`src/shared/dcc_defines.svh`:
```
`ifndef DCC_DEFINES_SVH
`define DCC_DEFINES_SVH
// Control field positions inside each comparator control byte
`define DCC_CTL_CHSEL_LO  0
`define DCC_CTL_CHSEL_HI  1
`define DCC_CTL_REFSEL    2
`define DCC_CTL_SPEED     3
`define DCC_CTL_POL       4
`define DCC_CTL_PINOE     5
`define DCC_CTL_RESULT    6
`define DCC_CTL_ENABLE    7
// Reset values
`define DCC_RST_SPEED     1'h1
`define DCC_RST_CTL       8'h08
`define DCC_RST_INVSEL    4'h1
// Instruction cycle: four system clocks
`define DCC_CYC_DIV       4
`define DCC_CYC_W         2
`endif

```
`src/shared/dcc_pkg.sv`:
```
package dcc_pkg;
  typedef logic [1:0] dcc_chsel_t;
  // Inverting input source, one-hot on the analog mux
  typedef enum logic [3:0] {
    DCC_INV_SRC0 = 4'h1,
    DCC_INV_SRC1 = 4'h2,
    DCC_INV_SRC2 = 4'h4,
    DCC_INV_SRC3 = 4'h8
  } dcc_invsel_e;
  // Shared pin source
  typedef enum logic [2:0] {
    DCC_PIN_PORT = 3'h1,
    DCC_PIN_C1   = 3'h2,
    DCC_PIN_C2   = 3'h4
  } dcc_pinsrc_e;
endpackage : dcc_pkg

```
`src/logic/dcc_comparators.sv`:
```
// What this block does
// - Result high when non-inverting above inverting
// - Enable bit runs comparator, clear powers down
// - Two-bit field picks one of four inputs
// - Reference bit picks non-inverting source
// - Results readable per comparator and mirrored
// - Comparator drives pin only with enables and direction
// - Pin priority: comparator two, comparator one, port
// - Output enable overrides port latch
// - Internal result latched each instruction cycle
// - Polarity bit inverts reported result
// - Speed bit resets high, zero is low-power
// - Both comparators have auxiliary mirror register bits
// - Reference one selects internal reference output
// - Disabled comparator output follows polarity bit
// - Reset turns comparators and references off
`include "dcc_defines.svh"
`timescale 1ns/100ps
`default_nettype none
module dcc_comparators (
  input  wire logic       mclk_in,          // 200 MHz clock
  input  wire logic       arst_n_in,        // Async reset, active low
  input  wire logic [1:0] comp_enable_in,   // Per-comparator enable
  input  wire logic [3:0] inv_input_select_in, // {c2,c1} 2-bit fields
  input  wire logic [1:0] noninv_ref_select_in, // 1 internal reference
  input  wire logic [1:0] result_invert_in, // Polarity per comparator
  input  wire logic [1:0] speed_power_select_in, // 1 high speed
  input  wire logic       comp1_pin_enable_in, // Comparator 1 to pin
  input  wire logic       comp2_pin_enable_in, // Comparator 2 to pin
  input  wire logic       pin_direction_in, // 0 output, 1 input
  input  wire logic       port_data_in,     // Port data latch value
  input  wire logic [1:0] analog_cmp_in,    // Raw analog compare, async
  output logic [1:0]      comp_result_bit_out, // Latched results
  output logic [1:0]      mirrored_result_bit_out, // Aux-register copy
  output logic [7:0]      comp1_control_out, // Control readback c1
  output logic [7:0]      comp2_control_out, // Control readback c2
  output logic [1:0]      comp_power_on_out, // Analog core bias on
  output logic [1:0]      low_power_mode_out, // Analog low-power mode
  output logic [1:0]      ref_power_on_out, // Reference needed on
  output logic [3:0]      c1_inv_mux_out,   // One-hot inverting mux
  output logic [3:0]      c2_inv_mux_out,   // One-hot inverting mux
  output logic [1:0]      noninv_mux_out,   // 1 internal ref, 0 pin
  output logic            shared_result_pin_out, // Pin output value
  output logic            shared_result_pin_oe_n_out // Low while driven
);

  function automatic dcc_pkg::dcc_invsel_e dec_inv(
    input dcc_pkg::dcc_chsel_t sel
  );
    case (sel)
      2'h0:    dec_inv = dcc_pkg::DCC_INV_SRC0;
      2'h1:    dec_inv = dcc_pkg::DCC_INV_SRC1;
      2'h2:    dec_inv = dcc_pkg::DCC_INV_SRC2;
      default: dec_inv = dcc_pkg::DCC_INV_SRC3;
    endcase
  endfunction : dec_inv

  logic [1:0]            sync1_reg;
  logic [1:0]            sync2_reg;
  logic [`DCC_CYC_W-1:0] cyc_cnt_reg;
  logic                  cyc_en;
  logic [1:0]            cmp_pol;
  logic [1:0]            result_reg;
  logic [1:0]            result_next;
  logic                  pin_reg;
  logic                  pin_oe_n_reg;
  logic                  pin_next;
  logic                  pin_oe_n_next;
  dcc_pkg::dcc_pinsrc_e  pin_src;
  logic [3:0]            inv1_next;
  logic [3:0]            inv2_next;

  // Two stages because the compare edge is unrelated to mclk
  always_ff @(posedge mclk_in or negedge arst_n_in) begin
    if (!arst_n_in) begin
      sync1_reg <= 2'h0;
      sync2_reg <= 2'h0;
    end else begin
      sync1_reg <= analog_cmp_in;
      sync2_reg <= sync1_reg;
    end
  end

  always_ff @(posedge mclk_in or negedge arst_n_in) begin
    if (!arst_n_in) begin
      cyc_cnt_reg <= '0;
    end else begin
      cyc_cnt_reg <= cyc_cnt_reg + 1'b1;
    end
  end
  assign cyc_en = (cyc_cnt_reg == `DCC_CYC_W'(`DCC_CYC_DIV - 1));

  // Polarity applied; disabled comparator reads as its polarity bit
  genvar g;
  generate
    for (g = 0; g < 2; g++) begin : g_cmp
      assign cmp_pol[g] = comp_enable_in[g] ?
                          (sync2_reg[g] ^ result_invert_in[g])
                          : result_invert_in[g];
      assign result_next[g] = cyc_en ? cmp_pol[g] : result_reg[g];
    end
  endgenerate

  // Pin path skips the cycle latch so it follows within clocks
  assign pin_src = comp2_pin_enable_in ? dcc_pkg::DCC_PIN_C2 :
                   comp1_pin_enable_in ? dcc_pkg::DCC_PIN_C1 :
                                         dcc_pkg::DCC_PIN_PORT;
  always_comb begin
    case (pin_src)
      dcc_pkg::DCC_PIN_C2: begin
        pin_next      = cmp_pol[1];
        pin_oe_n_next = !(comp_enable_in[1] && !pin_direction_in);
      end
      dcc_pkg::DCC_PIN_C1: begin
        pin_next      = cmp_pol[0];
        pin_oe_n_next = !(comp_enable_in[0] && !pin_direction_in);
      end
      default: begin
        pin_next      = port_data_in;
        pin_oe_n_next = pin_direction_in;
      end
    endcase
  end

  assign inv1_next = dec_inv(inv_input_select_in[1:0]);
  assign inv2_next = dec_inv(inv_input_select_in[3:2]);

  always_ff @(posedge mclk_in or negedge arst_n_in) begin
    if (!arst_n_in) begin
      result_reg              <= 2'h0;
      comp_result_bit_out     <= 2'h0;
      mirrored_result_bit_out <= 2'h0;
      pin_reg                 <= 1'h0;
      pin_oe_n_reg            <= 1'h1;
      comp_power_on_out       <= 2'h0;
      low_power_mode_out      <= {2{~`DCC_RST_SPEED}};
      ref_power_on_out        <= 2'h0;
      c1_inv_mux_out          <= `DCC_RST_INVSEL;
      c2_inv_mux_out          <= `DCC_RST_INVSEL;
      noninv_mux_out          <= 2'h0;
      comp1_control_out       <= `DCC_RST_CTL;
      comp2_control_out       <= `DCC_RST_CTL;
    end else begin
      result_reg              <= result_next;
      comp_result_bit_out     <= result_next;
      mirrored_result_bit_out <= result_next;
      pin_reg                 <= pin_next;
      pin_oe_n_reg            <= pin_oe_n_next;
      comp_power_on_out       <= comp_enable_in;
      low_power_mode_out      <= ~speed_power_select_in;
      ref_power_on_out        <= comp_enable_in & noninv_ref_select_in;
      c1_inv_mux_out          <= inv1_next;
      c2_inv_mux_out          <= inv2_next;
      noninv_mux_out          <= noninv_ref_select_in;
      comp1_control_out       <= {comp_enable_in[0], result_next[0],
                                  comp1_pin_enable_in, result_invert_in[0],
                                  speed_power_select_in[0],
                                  noninv_ref_select_in[0],
                                  inv_input_select_in[1:0]};
      comp2_control_out       <= {comp_enable_in[1], result_next[1],
                                  comp2_pin_enable_in, result_invert_in[1],
                                  speed_power_select_in[1],
                                  noninv_ref_select_in[1],
                                  inv_input_select_in[3:2]};
    end
  end
  assign shared_result_pin_out      = pin_reg;
  assign shared_result_pin_oe_n_out = pin_oe_n_reg;
endmodule : dcc_comparators
`default_nettype wire

```
`config.mk`:
```
export PLATFORM = sky130hd
export DESIGN_NAME = dcc_comparators
export DESIGN_NICKNAME = d
export VERILOG_FILES = /design/src/shared/dcc_pkg.sv /design/src/logic/dcc_comparators.sv
export VERILOG_INCLUDE_DIRS = /design/src /design/src/shared
export SDC_FILE = /design/constraint.sdc
export NUM_CORES = 1
export LEC_CHECK = 0
export BUFFER_PORTS_ARGS = -buffer_cell sky130_fd_sc_hd__clkbuf_2
export CORE_ASPECT_RATIO = 2
export CORE_MARGIN = 5
export CORE_UTILIZATION = 38
export CTS_BUF_LIST = sky130_fd_sc_hd__clkbuf_4
export CTS_CLUSTER_DIAMETER = 100
export CTS_CLUSTER_SIZE = 14
export DETAILED_ROUTE_END_ITERATION = 16
export PLACE_DENSITY_LB_ADDON = 0.25
export SKIP_LAST_GASP = 1
export SLEW_MARGIN = 15
export SYNTH_ARGS = -nofsm -noshare
export SYNTH_HDL_FRONTEND = slang
export SYNTH_SLANG_ARGS = --single-unit
```
`constraint.sdc`:
```
create_clock -name mclk_in -period 1.6 [get_ports mclk_in]
set_input_delay 0.08 -clock mclk_in [delete_from_list [all_inputs] [get_ports mclk_in]]
set_output_delay 0.08 -clock mclk_in [all_outputs]
set_load 0.02 [all_outputs]
```
Yosys cells after proc, flatten, opt, wreduce, memory -nomap -nowiden
Index checks and enable logic that the tools add are counted.
Widths: inputs -> output; s select.
{"block": "classes", "n_reduce_logical": 7, "eq_ne": 7, "add_sub_neg": 1, "bitwise_logic": 4, "multipliers": 0, "n_div": 0, "shift": 0, "muxes": 10, "order_cmp": 0}
{"cell": "$pmux 4 s3", "count": 2}
{"cell": "$eq 2x2->1 const B", "count": 3}
{"cell": "$eq 2x1->1 const B", "count": 2}
{"cell": "$logic_not 2->1", "count": 2}
{"cell": "$mux 1", "count": 4}
{"cell": "$pmux 1 s2", "count": 2}
{"cell": "$eq 3x2->1 const B", "count": 1}
{"cell": "$eq 3x3->1 const B", "count": 1}
{"cell": "$logic_not 1->1", "count": 3}
{"cell": "$mux 3", "count": 1}
{"cell": "$add 2x1->2 const B", "count": 1}
{"cell": "$and 2x2->2", "count": 1}
{"cell": "$logic_and 1x1->1", "count": 2}
{"cell": "$mux 2", "count": 1}
{"cell": "$not 2->2", "count": 1}
{"cell": "$xor 1x1->1", "count": 2}
{"block": "word_totals", "latch_bits": 0, "mem_bits_ro": 0, "input_bits": 20, "register_bits": 42, "memories": 0, "word_cells": 43, "ram_bits": 0}

Depth between registers and ports, before layout
Gate-level depths: netlist (run 1).
{"block": "logic_depth", "ltp_word": 4, "depth_mapped": 3, "ltp_nobuf": 3}

Least setup slack after synthesis (run 1)
No wires, ideal clock.
{"block": "synth_timing", "kind": "flip-flop to flip-flop", "startpoint": "register sync2_reg[0]", "endpoint": "register pin_reg (netlist: shared_result_pin_out)", "setup_time_ps": 79, "setup_slack_ps": 658, "synth_period_minus_slack_ps": 942, "t_arrival_ps": 863, "path_stages_with_launch": 4, "n_path_buf": 0, "cell_sequence": "dfrtp_1 -> and4_1 -> a211o_1 -> mux2i_1"}
{"block": "synth_via", "elab_chain_len": 3}
{"element": "from (decl)", "line": "dcc_comparators.sv:59", "rtl": "logic [1:0] sync2_reg;"}
{"element": "from (signal assigned)", "line": "dcc_comparators.sv:80", "rtl": "sync2_reg <= sync1_reg;"}
{"element": "$xor 1x1->1", "line": "dcc_comparators.sv:98", "rtl": "(sync2_reg[g] ^ result_invert_in[g])"}
{"element": "$mux 1", "line": "dcc_comparators.sv:97", "rtl": "assign cmp_pol[g] = comp_enable_in[g] ?"}
{"element": "$pmux 1 s2", "line": "dcc_comparators.sv:109", "rtl": "case (pin_src)"}
{"element": "via pin_next", "line": "dcc_comparators.sv:67", "rtl": "logic pin_next;"}
{"element": "to (signal assigned)", "line": "dcc_comparators.sv:147", "rtl": "pin_reg <= pin_next;"}
{"element": "to (decl)", "line": "dcc_comparators.sv:65", "rtl": "logic pin_reg;"}
The timed path passes the listed nets, and every way through them passes these cells.

Final worst setup path (run 1)
{"block": "layout_timing", "startpoint": "register c1_inv_mux_out[0]", "endpoint": "output c1_inv_mux_out[0]"}
{"element": "from (decl)", "line": "dcc_comparators.sv:40", "rtl": "output logic [3:0] c1_inv_mux_out,"}
{"element": "from (signal assigned)", "line": "dcc_comparators.sv:138", "rtl": "c1_inv_mux_out <= `DCC_RST_INVSEL;"}
{"element": "from (signal assigned)", "line": "dcc_comparators.sv:152", "rtl": "c1_inv_mux_out <= inv1_next;"}
No word-level cell between the ends.

==> results.cfg, run 1 <==
[run_status]
status = completed

[power_and_ir_drop]
combinationalPowerShare = 0.136
clkPwrFrac = 0.332
power_density_nw_per_um2 = 1100
switching_share = 0.237
p_sw_w = 0.000437
intPower_w = 0.00141
seq_power_share = 0.532
p_leak_nw = 0.887
vdd_drop_max_uv = 903

[final_layout]
regMostFlops = comp2_control_out
final_nets = 170
syn_to_final_growth_pct = 45.5
fillers = 257
final_common_cell = clkbuf_2
reg_top3 = comp2_control_out (8), comp1_control_out (5)
antennaDiodeCount = 0
most-common-layout-cells = clkbuf_2, dfrtp_1, dlygate4sd3_1, clkbuf_4
drive_gt1_frac = 0.467
final_cell_area_sq_um = 1670
largest_reg_flops = 8

[grt]
grt_max_degree = 37
grt-ovfl-total = 0
antenna_found_initial = 0
first_global_vias = 843
grt.total_usage = 0.113
grt_pass1_wl_um = 3710

[logic_synthesis]
synth_nets = 96
syn_area_sq_um = 1150
ys_seq_area_frac = 0.789
synth_top_area_cell = dfrtp_1
ys_types = 16
yosys.area.top_type_share = 0.675
synth.area.top_cells = dfrtp_1, dfstp_2, buf_4, nor2b_1, and2_1
syn-instance-count = 75
syn_avg_cell_area_sq_um = 15.3
ys_seq_elements = 36
synth_warnings = 0

[clock_tree]
cts.reportedPaths.clkPinSlew_ns = 0.10
cts_root_buffer = clkbuf_4
cts_hold_buf = 18
cts_setup_buffers = 0
cts_tree = built
clk_latency_ns = 0.32
htreeDepth = 2
cts.sinks = 36
cts_made_buffers = 5
clock_path_buffers = 2
cts_resized = 0

[setup_path]
path_cells = clkbuf_2
required_ns = 1.52
crit_buf_inv = 1
cp.arrival_ns = 1.01
start_kind = flop
slowest_stage = dfstp_2
critical_path.top_delay_family = flip-flops
worst-path-max-fanout = 1
cp-end-kind = primary output
crit_type = flop to primary output
critPathMaxStageDelay_ns = 0.53

[placed_design]
placement.io_buffers = 57
routabilityCongestion = 0.696
dpl_cell_area_sq_um = 1410

[worst_hold_path]
holdCritPathClass = input pin to flop

[timing]
setup_viol = 0
max_slew_margin = 0.445
max_freq_mhz = 914
grt_setup_unrepaired = no
fin_skew_ns = 0.00953
hold_viol_final = 0
final_max_slew_viol_count = 0
finalSetupTns_ns = 0
tightest_slew_ns = 0.833
finalCritPeriodShare = 0.684
period_needed_ns = 1.09

[drt]
wl_um = 2170
drtIter0Drc = 2
vias = 780
first_pass_iters = 2
avgViaCountPerCell = 4.33
drtAntennaViolNets = 0
post_drt_wl_per_cell_um = 12.1
drc = 0

[die]
ioPinCount = 58
die_area_sq_um = 4290
initial_core_util = 0.391
fp.dieW_um = 48.9
core_area_sq_um = 2940
die_h_um = 87.8
rows = 28

[flow_run]
drv_cap = 0
## logic make-up (layout without fill, tap and decap cells)
group	after synthesis	after routing	synth area share
fa+ha+maj	1	1	0.0109
mux	1	1	0.00871
xor+xnor	2	2	0.0152
simple gates	18	18	0.0860
compound gates	5	5	0.0250
buf+inv	12	87	0.0653
flops	36	36	0.789
## layer usage
| layer | track usage | part of all wire |
|---|---|---|
| met3 | 0.0511 | 0.10 |
| met2 | 0.201 | 0.57 |
| met1 | 0.102 | 0.31 |
| met5 | 0 | 0 |
| met4 | 0.0662 | 0.018 |
## cells in the mapped netlist, drive strengths merged
master	instances
mux2i	1
ha	1
dfrtp	31
nor2b	5
and2	4
a211o	1
buf	8
nand2	2
inv	4
o21ai	1
dfstp	5
and4	1
or2b	1
xor2	2
nor2	5
a21oi	3
## worst paths after layout
path                            slack (ns)                   startpoint                              end  cells after the start
worst max-delay path                  0.51  c1_inv_mux_out[0]$_DFF_PN1_                c1_inv_mux_out[0]                      1
worst min-delay path                  0.13                 port_data_in  shared_result_pin_out$_DFF_PN0_                      4
worst max register to register        0.57       sync2_reg[0]$_DFF_PN0_  shared_result_pin_out$_DFF_PN0_                      3
worst min register to register        0.35       sync1_reg[0]$_DFF_PN0_           sync2_reg[0]$_DFF_PN0_                      0
max in group asynchronous             0.70                    arst_n_in         cyc_cnt_reg[1]$_DFF_PN0_                      2
min in group asynchronous             0.37                    arst_n_in      c1_inv_mux_out[2]$_DFF_PN0_                      2
## area by class of cell
type | instances | area (sq um) | area share
sequential | 36 | 907 | 0.542
timing repair buffer | 75 | 465 | 0.278
multi-input combinational | 27 | 168 | 0.100
clock buffer | 6 | 45.0 | 0.0269
tap | 30 | 37.5 | 0.0224
clock inverter | 2 | 35.0 | 0.0209
inverter | 4 | 15.0 | 0.00898
## power by group through the flow
stage	sequential (W)	clock (W)	combinational [W]
5_1_grt	0.000988	0.000673	0.000276
3_3_place_gp	0.000997	0	0.000218
6_report	0.000980	0.000613	0.000250
3_5_place_dp	0.000999	0	0.000221
4_1_cts	0.000982	0.000641	0.000256
2_1_floorplan	0.00106	0	0.0000695
## metrics by stage
step                      cells  hold WS (ns)  total power [W]  utilization  setup slack [ns]
after floorplan              75        -0.216          0.00112            -             0.658
after global placement      154         0.179          0.00122        0.480             0.641
after detailed placement    154         0.183          0.00122        0.480             0.607
after CTS                   180         0.110          0.00188        0.568             0.475
after global routing        180         0.132          0.00194        0.568             0.460
final                       180         0.131          0.00184        0.568             0.505
No activity file was read; power rests on OpenSTA's default activity.
==> run 2, diff against run 1 <==
--- a/config.mk
+++ b/config.mk
@@ -6,6 +6,7 @@
 export SDC_FILE = /design/constraint.sdc
 export NUM_CORES = 1
 export LEC_CHECK = 0
+export ABC_AREA = 1
 export BUFFER_PORTS_ARGS = -buffer_cell sky130_fd_sc_hd__clkbuf_2
 export CORE_ASPECT_RATIO = 2
 export CORE_MARGIN = 5
==> constraint.sdc (replaced) <==
create_clock -name mclk_in -period 0.9 [get_ports mclk_in]
set_input_delay 0.045 -clock mclk_in [delete_from_list [all_inputs] [get_ports mclk_in]]
set_output_delay 0.045 -clock mclk_in [all_outputs]
set_load 0.02 [all_outputs]
==> run 2 against run 1 <==
Effect of this change: critical endpoint is now comp2_control_out[3]; highest routed layer unchanged; combinational power up 130%; sequential cell count unchanged; first-iteration DRC count rose to 8.5 times the previous value; clock power up 27%; die area up 1.4%; the flow now finishes with violations (negative setup slack); largest cell class unchanged; critical path type unchanged.
==> results.cfg, run 2 <==
[setup_path]
reg2reg_depth = 3
worst-path-max-fanout = 1
r2r_start = cyc_cnt_reg[0]$_DFF_PN0_
crit_type = flop to primary output
timing.rr.end = result_reg[0]$_DFFE_PN0P_
path_cells = buf_8
start_kind = flop
crit_buf_inv = 1
critical_path.top_delay_family = flip-flops
cp.arrival_ns = 0.99
critPathMaxStageDelay_ns = 0.55
rrSetupSlack_ns = 0.02
slowest_stage = dfstp_2
cp-end-kind = primary output
required_ns = 0.85

[logic_synthesis]
synth.most_common_cell = dfrtp_1
ys_seq_area_frac = 0.776
syn-instance-count = 91
yosys.area.top_type_share = 0.664
synth_top_area_cell = dfrtp_1
ys_top_cells_by_count = dfrtp_1, inv_1, nand2_1
synth_nets = 112
synth_edf_count = 0
syn_area_sq_um = 1170
ys.flop_type = dfrtp_1
syn_avg_cell_area_sq_um = 12.8
ys_seq_elements = 36
synth.area.top_cells = dfrtp_1, dfstp_2, buf_4, inv_1, nand2_1
async_flop_share = 1.00
ys_types = 11
synth_warnings = 0

[timing]
max_freq_mhz = 966
setup_viol = 21
tightest_slew_ns = 0.315
fin_skew_ns = 0.00827
final_max_slew_viol_count = 0
grt_setup_unrepaired = yes
hold_viol_final = 0
postLayoutSetupSlackWorst_ns = -0.135
period_needed_ns = 1.03
max_slew_margin = 0.790
holdWs_ns = 0.127
finalCritPeriodShare = 1.15

[drt]
post_drt_wl_per_cell_um = 12.7
avgViaCountPerCell = 4.35
drtIter0Drc = 17
wl_um = 2520
drc = 0
drtAntennaViolNets = 0
first_pass_iters = 4
vias = 865

[die]
die_h_um = 88.4
rows = 28
initial_core_util = 0.392
ioPinCount = 58
core_area_sq_um = 2980
fp.dieW_um = 49.2
die_area_sq_um = 4350

[placed_design]
routabilityCongestion = 0.664
dp_cells = 171
placement.io_buffers = 57
dp_hpwl_um = 1760
place_ws_ns = -0.0326

[clock_tree]
cts_tree = built
cts_root_buffer = clkbuf_4
clk_latency_ns = 0.33
cts.sinks = 36
clock_path_buffers = 2
cts.reportedPaths.clkPinSlew_ns = 0.10
htreeDepth = 2
cts_made_buffers = 5

[final_layout]
largest_reg_flops = 8
reg_top3 = comp2_control_out (8), comp1_control_out (5)
drive_gt1_frac = 0.444
syn_to_final_growth_pct = 67.3
most-common-layout-cells = buf_6, dfrtp_1, clkbuf_2, dlygate4sd3_1, inv_1
final_common_cell = buf_6
final_nets = 189
antennaDiodeCount = 0
regMostFlops = comp2_control_out
final_cells = 199
fin_util = 0.657

[power_and_ir_drop]
finalPower_w = 0.00312
vdd_drop_max_uv = 1500
power_density_nw_per_um2 = 1600
p_leak_nw = 1.03

[grt]
grt_max_degree = 26
grt_use_met2 = 0.223
grt.total_usage = 0.119
grt_pass1_wl_um = 3890
first_global_vias = 933
use_met1 = 0.102
grt-ovfl-total = 0
antenna_found_initial = 0
gr-usage-met3 = 0.0438
grt-busiest-layer = met2

[flow_run]
drv_cap = 0

[run_status]
violations = negative setup slack
status = finished with violations

[worst_hold_path]
holdCritPathClass = input pin to async pin
run 2: layout make-up:
type	count	area (sq um)
Fill cell	232	1020
Clock buffer	5	37.5
Multi-Input combinational cell	31	144
Sequential cell	36	910
Tap cell	30	37.5
Timing Repair Buffer	78	753
Clock inverter	3	13.8
Inverter	16	60.1
run 2: timing repair:
| action | in CTS | in global routing |
|---|---|---|
| hold buffers | 19 | 0 |
| pin swaps | 1 | 0 |
| endpoints found under the setup margin | 39 | 38 |
| endpoints found under the hold margin | 62 | 0 |
| setup buffers | 1 | 0 |
| resized for setup | 11 | 103 |
run 2: metal layers:
metal  up-vias  routed length [um]
met5         -                   0
met4         0                  61
met3         5                 190
met2        29                1560
met1       413                 708
li1        418                   -
run 2: how the worst max path moves through the flow:
| stage | from | endpoint | slack, ns | cells after the start |
|---|---|---|---|---|
| floorplan | cyc_cnt_reg[0]$_DFF_PN0_ | result_reg[0]$_DFFE_PN0P_ | 0.02 | 3 |
| global placement | cyc_cnt_reg[0]$_DFF_PN0_ | result_reg[0]$_DFFE_PN0P_ | 0.02 | 3 |
| detailed placement | cyc_cnt_reg[0]$_DFF_PN0_ | result_reg[0]$_DFFE_PN0P_ | -0.03 | 3 |
| CTS | comp2_control_out[3]$_DFF_PN1_ | comp2_control_out[3] | -0.18 | 1 |
| global route | c2_inv_mux_out[0]$_DFF_PN1_ | c2_inv_mux_out[0] | -0.18 | 1 |
| finish | comp2_control_out[3]$_DFF_PN1_ | comp2_control_out[3] | -0.13 | 1 |
run 2: logic make-up after synthesis:
group           share of synthesized area
fa+ha+maj                          0.0107
flops                               0.776
compound gates                     0.0182
buf+inv                             0.103
simple gates                       0.0921
run 2: power breakdown:
group	leakage (nW)	internal (W)	switching, W
registers	0.423	0.00171	0.0000521
logic	0.576	0.000306	0.000278
clock network	0.0324	0.000286	0.000490
total	1.03	0.00230	0.000820
run 2: per-stage QoR:
stage | area (sq um) | TNS [ns]
6_report | 1960 | -1.24
5_1_grt | 1960 | -2.92
4_1_cts | 1750 | -2.21
3_5_place_dp | 1450 | -0.0326
3_3_place_gp | 1450 | 0
2_1_floorplan | 1170 | 0
==> run 3, diff against run 2 <==
--- a/config.mk
+++ b/config.mk
@@ -11,7 +11,6 @@
 export CORE_ASPECT_RATIO = 2
 export CORE_MARGIN = 5
 export CORE_UTILIZATION = 38
-export CTS_BUF_LIST = sky130_fd_sc_hd__clkbuf_4
 export CTS_CLUSTER_DIAMETER = 100
 export CTS_CLUSTER_SIZE = 14
 export DETAILED_ROUTE_END_ITERATION = 16
==> run 3 against run 2 <==
Effect of this change: the run still ends with negative setup slack left; critical path type unchanged; critical path depth did not move; die area did not move; highest routed layer unchanged; combinational power fell by 14%; largest cell class unchanged.
==> results.cfg, run 3 (synthesized netlist as in run 2, its figures left out) <==
[setup_path]
cp-end-kind = primary output
cp.arrival_ns = 0.93
path_cells = buf_8
crit_buf_inv = 1
critical_path.top_delay_family = flip-flops
start_kind = flop
critPathLaunch = c1_inv_mux_out[0]$_DFF_PN1_
slowest_stage = dfstp_2
worst-path-max-fanout = 1
crit_type = flop to primary output
r2r_start = cyc_cnt_reg[0]$_DFF_PN0_
required_ns = 0.85
critPathMaxStageDelay_ns = 0.54

[final_layout]
drive_gt1_frac = 0.446
antennaDiodeCount = 0
regMostFlops = comp2_control_out
largest_reg_flops = 8
final_common_cell = clkbuf_2
final_nets = 188
most-common-layout-cells = clkbuf_2, dfrtp_1, dlygate4sd3_1, inv_1, nand2_1
final-seq-area_sq_um = 908
reg_top3 = comp2_control_out (8), comp1_control_out (5)
multiInputGateArea_sq_um = 144
syn_to_final_growth_pct = 56.6
fillers = 249

[timing]
finalSetupTns_ns = -0.389
tightest_slew_ns = 0.316
period_needed_ns = 0.972
max_slew_margin = 0.789
grt_setup_unrepaired = yes
fin_skew_ns = 0.00572
max_freq_mhz = 1030
postLayoutSetupSlackWorst_ns = -0.0723
finalCritPeriodShare = 1.08
setup_viol = 11
hold_viol_final = 0
final_max_slew_viol_count = 0

[drt]
drc = 0
vias = 849
avgViaCountPerCell = 4.29
wl_um = 2380
post_drt_wl_per_cell_um = 12.0
first_pass_iters = 4
drtIter0Drc = 9
drtAntennaViolNets = 0

[power_and_ir_drop]
power_density_nw_per_um2 = 1850
intPower_w = 0.00255
seq_power_share = 0.517
switching_share = 0.246
combinationalPowerShare = 0.149
vdd_drop_max_uv = 1710
p_leak_nw = 1.00
finalPower_w = 0.00339
clkPwrFrac = 0.334
p_sw_w = 0.000832

[run_status]
violations = negative setup slack
status = finished with violations

[die]
die_area_sq_um = 4350
initial_core_util = 0.392
ioPinCount = 58
core_area_sq_um = 2980
die_h_um = 88.4
fp.dieW_um = 49.2
rows = 28

[grt]
antenna_found_initial = 0
grt-ovfl-total = 0
first_global_vias = 920
grt.total_usage = 0.119
grt_pass1_wl_um = 3880
grt_max_degree = 26

[clock_tree]
cts_root_buffer = clkbuf_8
clk_latency_ns = 0.28
cts_tree = built
cts.sinks = 36
htreeDepth = 2
clock_path_buffers = 2
cts.reportedPaths.clkPinSlew_ns = 0.07
cts_made_buffers = 5

[placed_design]
dp_hpwl_um = 1760
routabilityCongestion = 0.664
placement.io_buffers = 57

[worst_hold_path]
holdCritPathClass = input pin to flop
hold_start = port_data_in

[flow_run]
drv_cap = 0
-- run 3: changes by cell type in the layout (fill, tap and decap cells not counted) --
cell and change:
buf_6 -29, clkbuf_2 +25, clkbuf_8 +9, clkbuf_4 -5, buf_2 +1, clkinv_1 -1
dfrtp_1 +1, dfrtp_2 -1, dlygate4sd3_1 -1
-- run 3: power by group through the flow --
stage	clock, W	sequential (W)	combinational (W)
floorplan	0	0.00187	0.000114
global placement	0	0.00177	0.000385
detailed placement	0	0.00177	0.000394
CTS	0.00118	0.00175	0.000496
global route	0.00125	0.00176	0.000545
finish	0.00113	0.00175	0.000504
-- run 3: final cells by class --
class	count	share of cell area
Sequential cell	36	0.496
Timing Repair Buffer	77	0.321
Multi-Input combinational cell	31	0.0786
Clock buffer	6	0.0451
Inverter	16	0.0328
Tap cell	30	0.0205
Clock inverter	2	0.00547
-- run 3: final timing paths --
path | slack, ns | to | cells after the start
max | -0.07 | c1_inv_mux_out[0] | 1
max reg2reg | 0.02 | result_reg[0]$_DFFE_PN0P_ | 3
max in group asynchronous | 0.21 | c1_inv_mux_out[0]$_DFF_PN1_ | 3
min reg2reg | 0.35 | sync2_reg[1]$_DFF_PN0_ | 0
min in group asynchronous | 0.18 | comp2_control_out[2]$_DFF_PN0_ | 2
min | 0.04 | shared_result_pin_out$_DFF_PN0_ | 3
-- run 3: metrics by stage --
step | hold WS (ns) | setup WS (ns) | instance area, sq um | std cells | util
after floorplan | -0.251 | 0.0235 | 1170 | 91 | -
after global placement | -0.0576 | 0.0172 | 1450 | 171 | 0.487
after detailed placement | -0.0452 | -0.0326 | 1450 | 171 | 0.487
after CTS | 0.0322 | -0.106 | 1800 | 198 | 0.606
after global routing | 0.0414 | -0.103 | 1830 | 198 | 0.615
final | 0.0405 | -0.0723 | 1830 | 198 | 0.615
-- run 3: per-layer routing --
metal  global-route usage  share of wire  wire length (um)  up-vias
li1                     -              -                 -      414
met1                0.103           0.29               696      400
met4               0.0735          0.026                61        0
met3               0.0405          0.071               168        6
met5                    0              0                 0        -
met2                0.223           0.61              1450       29
-- run 3: repair_timing --
item | 4_1_cts | 5_1_grt
hold buffers | 18 | 0
gates resized for setup | 17 | 16
endpoints found under the hold margin | 60 | 0
endpoints found under the setup margin | 12 | 13
pin swaps | 1 | 0
setup buffers | 1 | 0
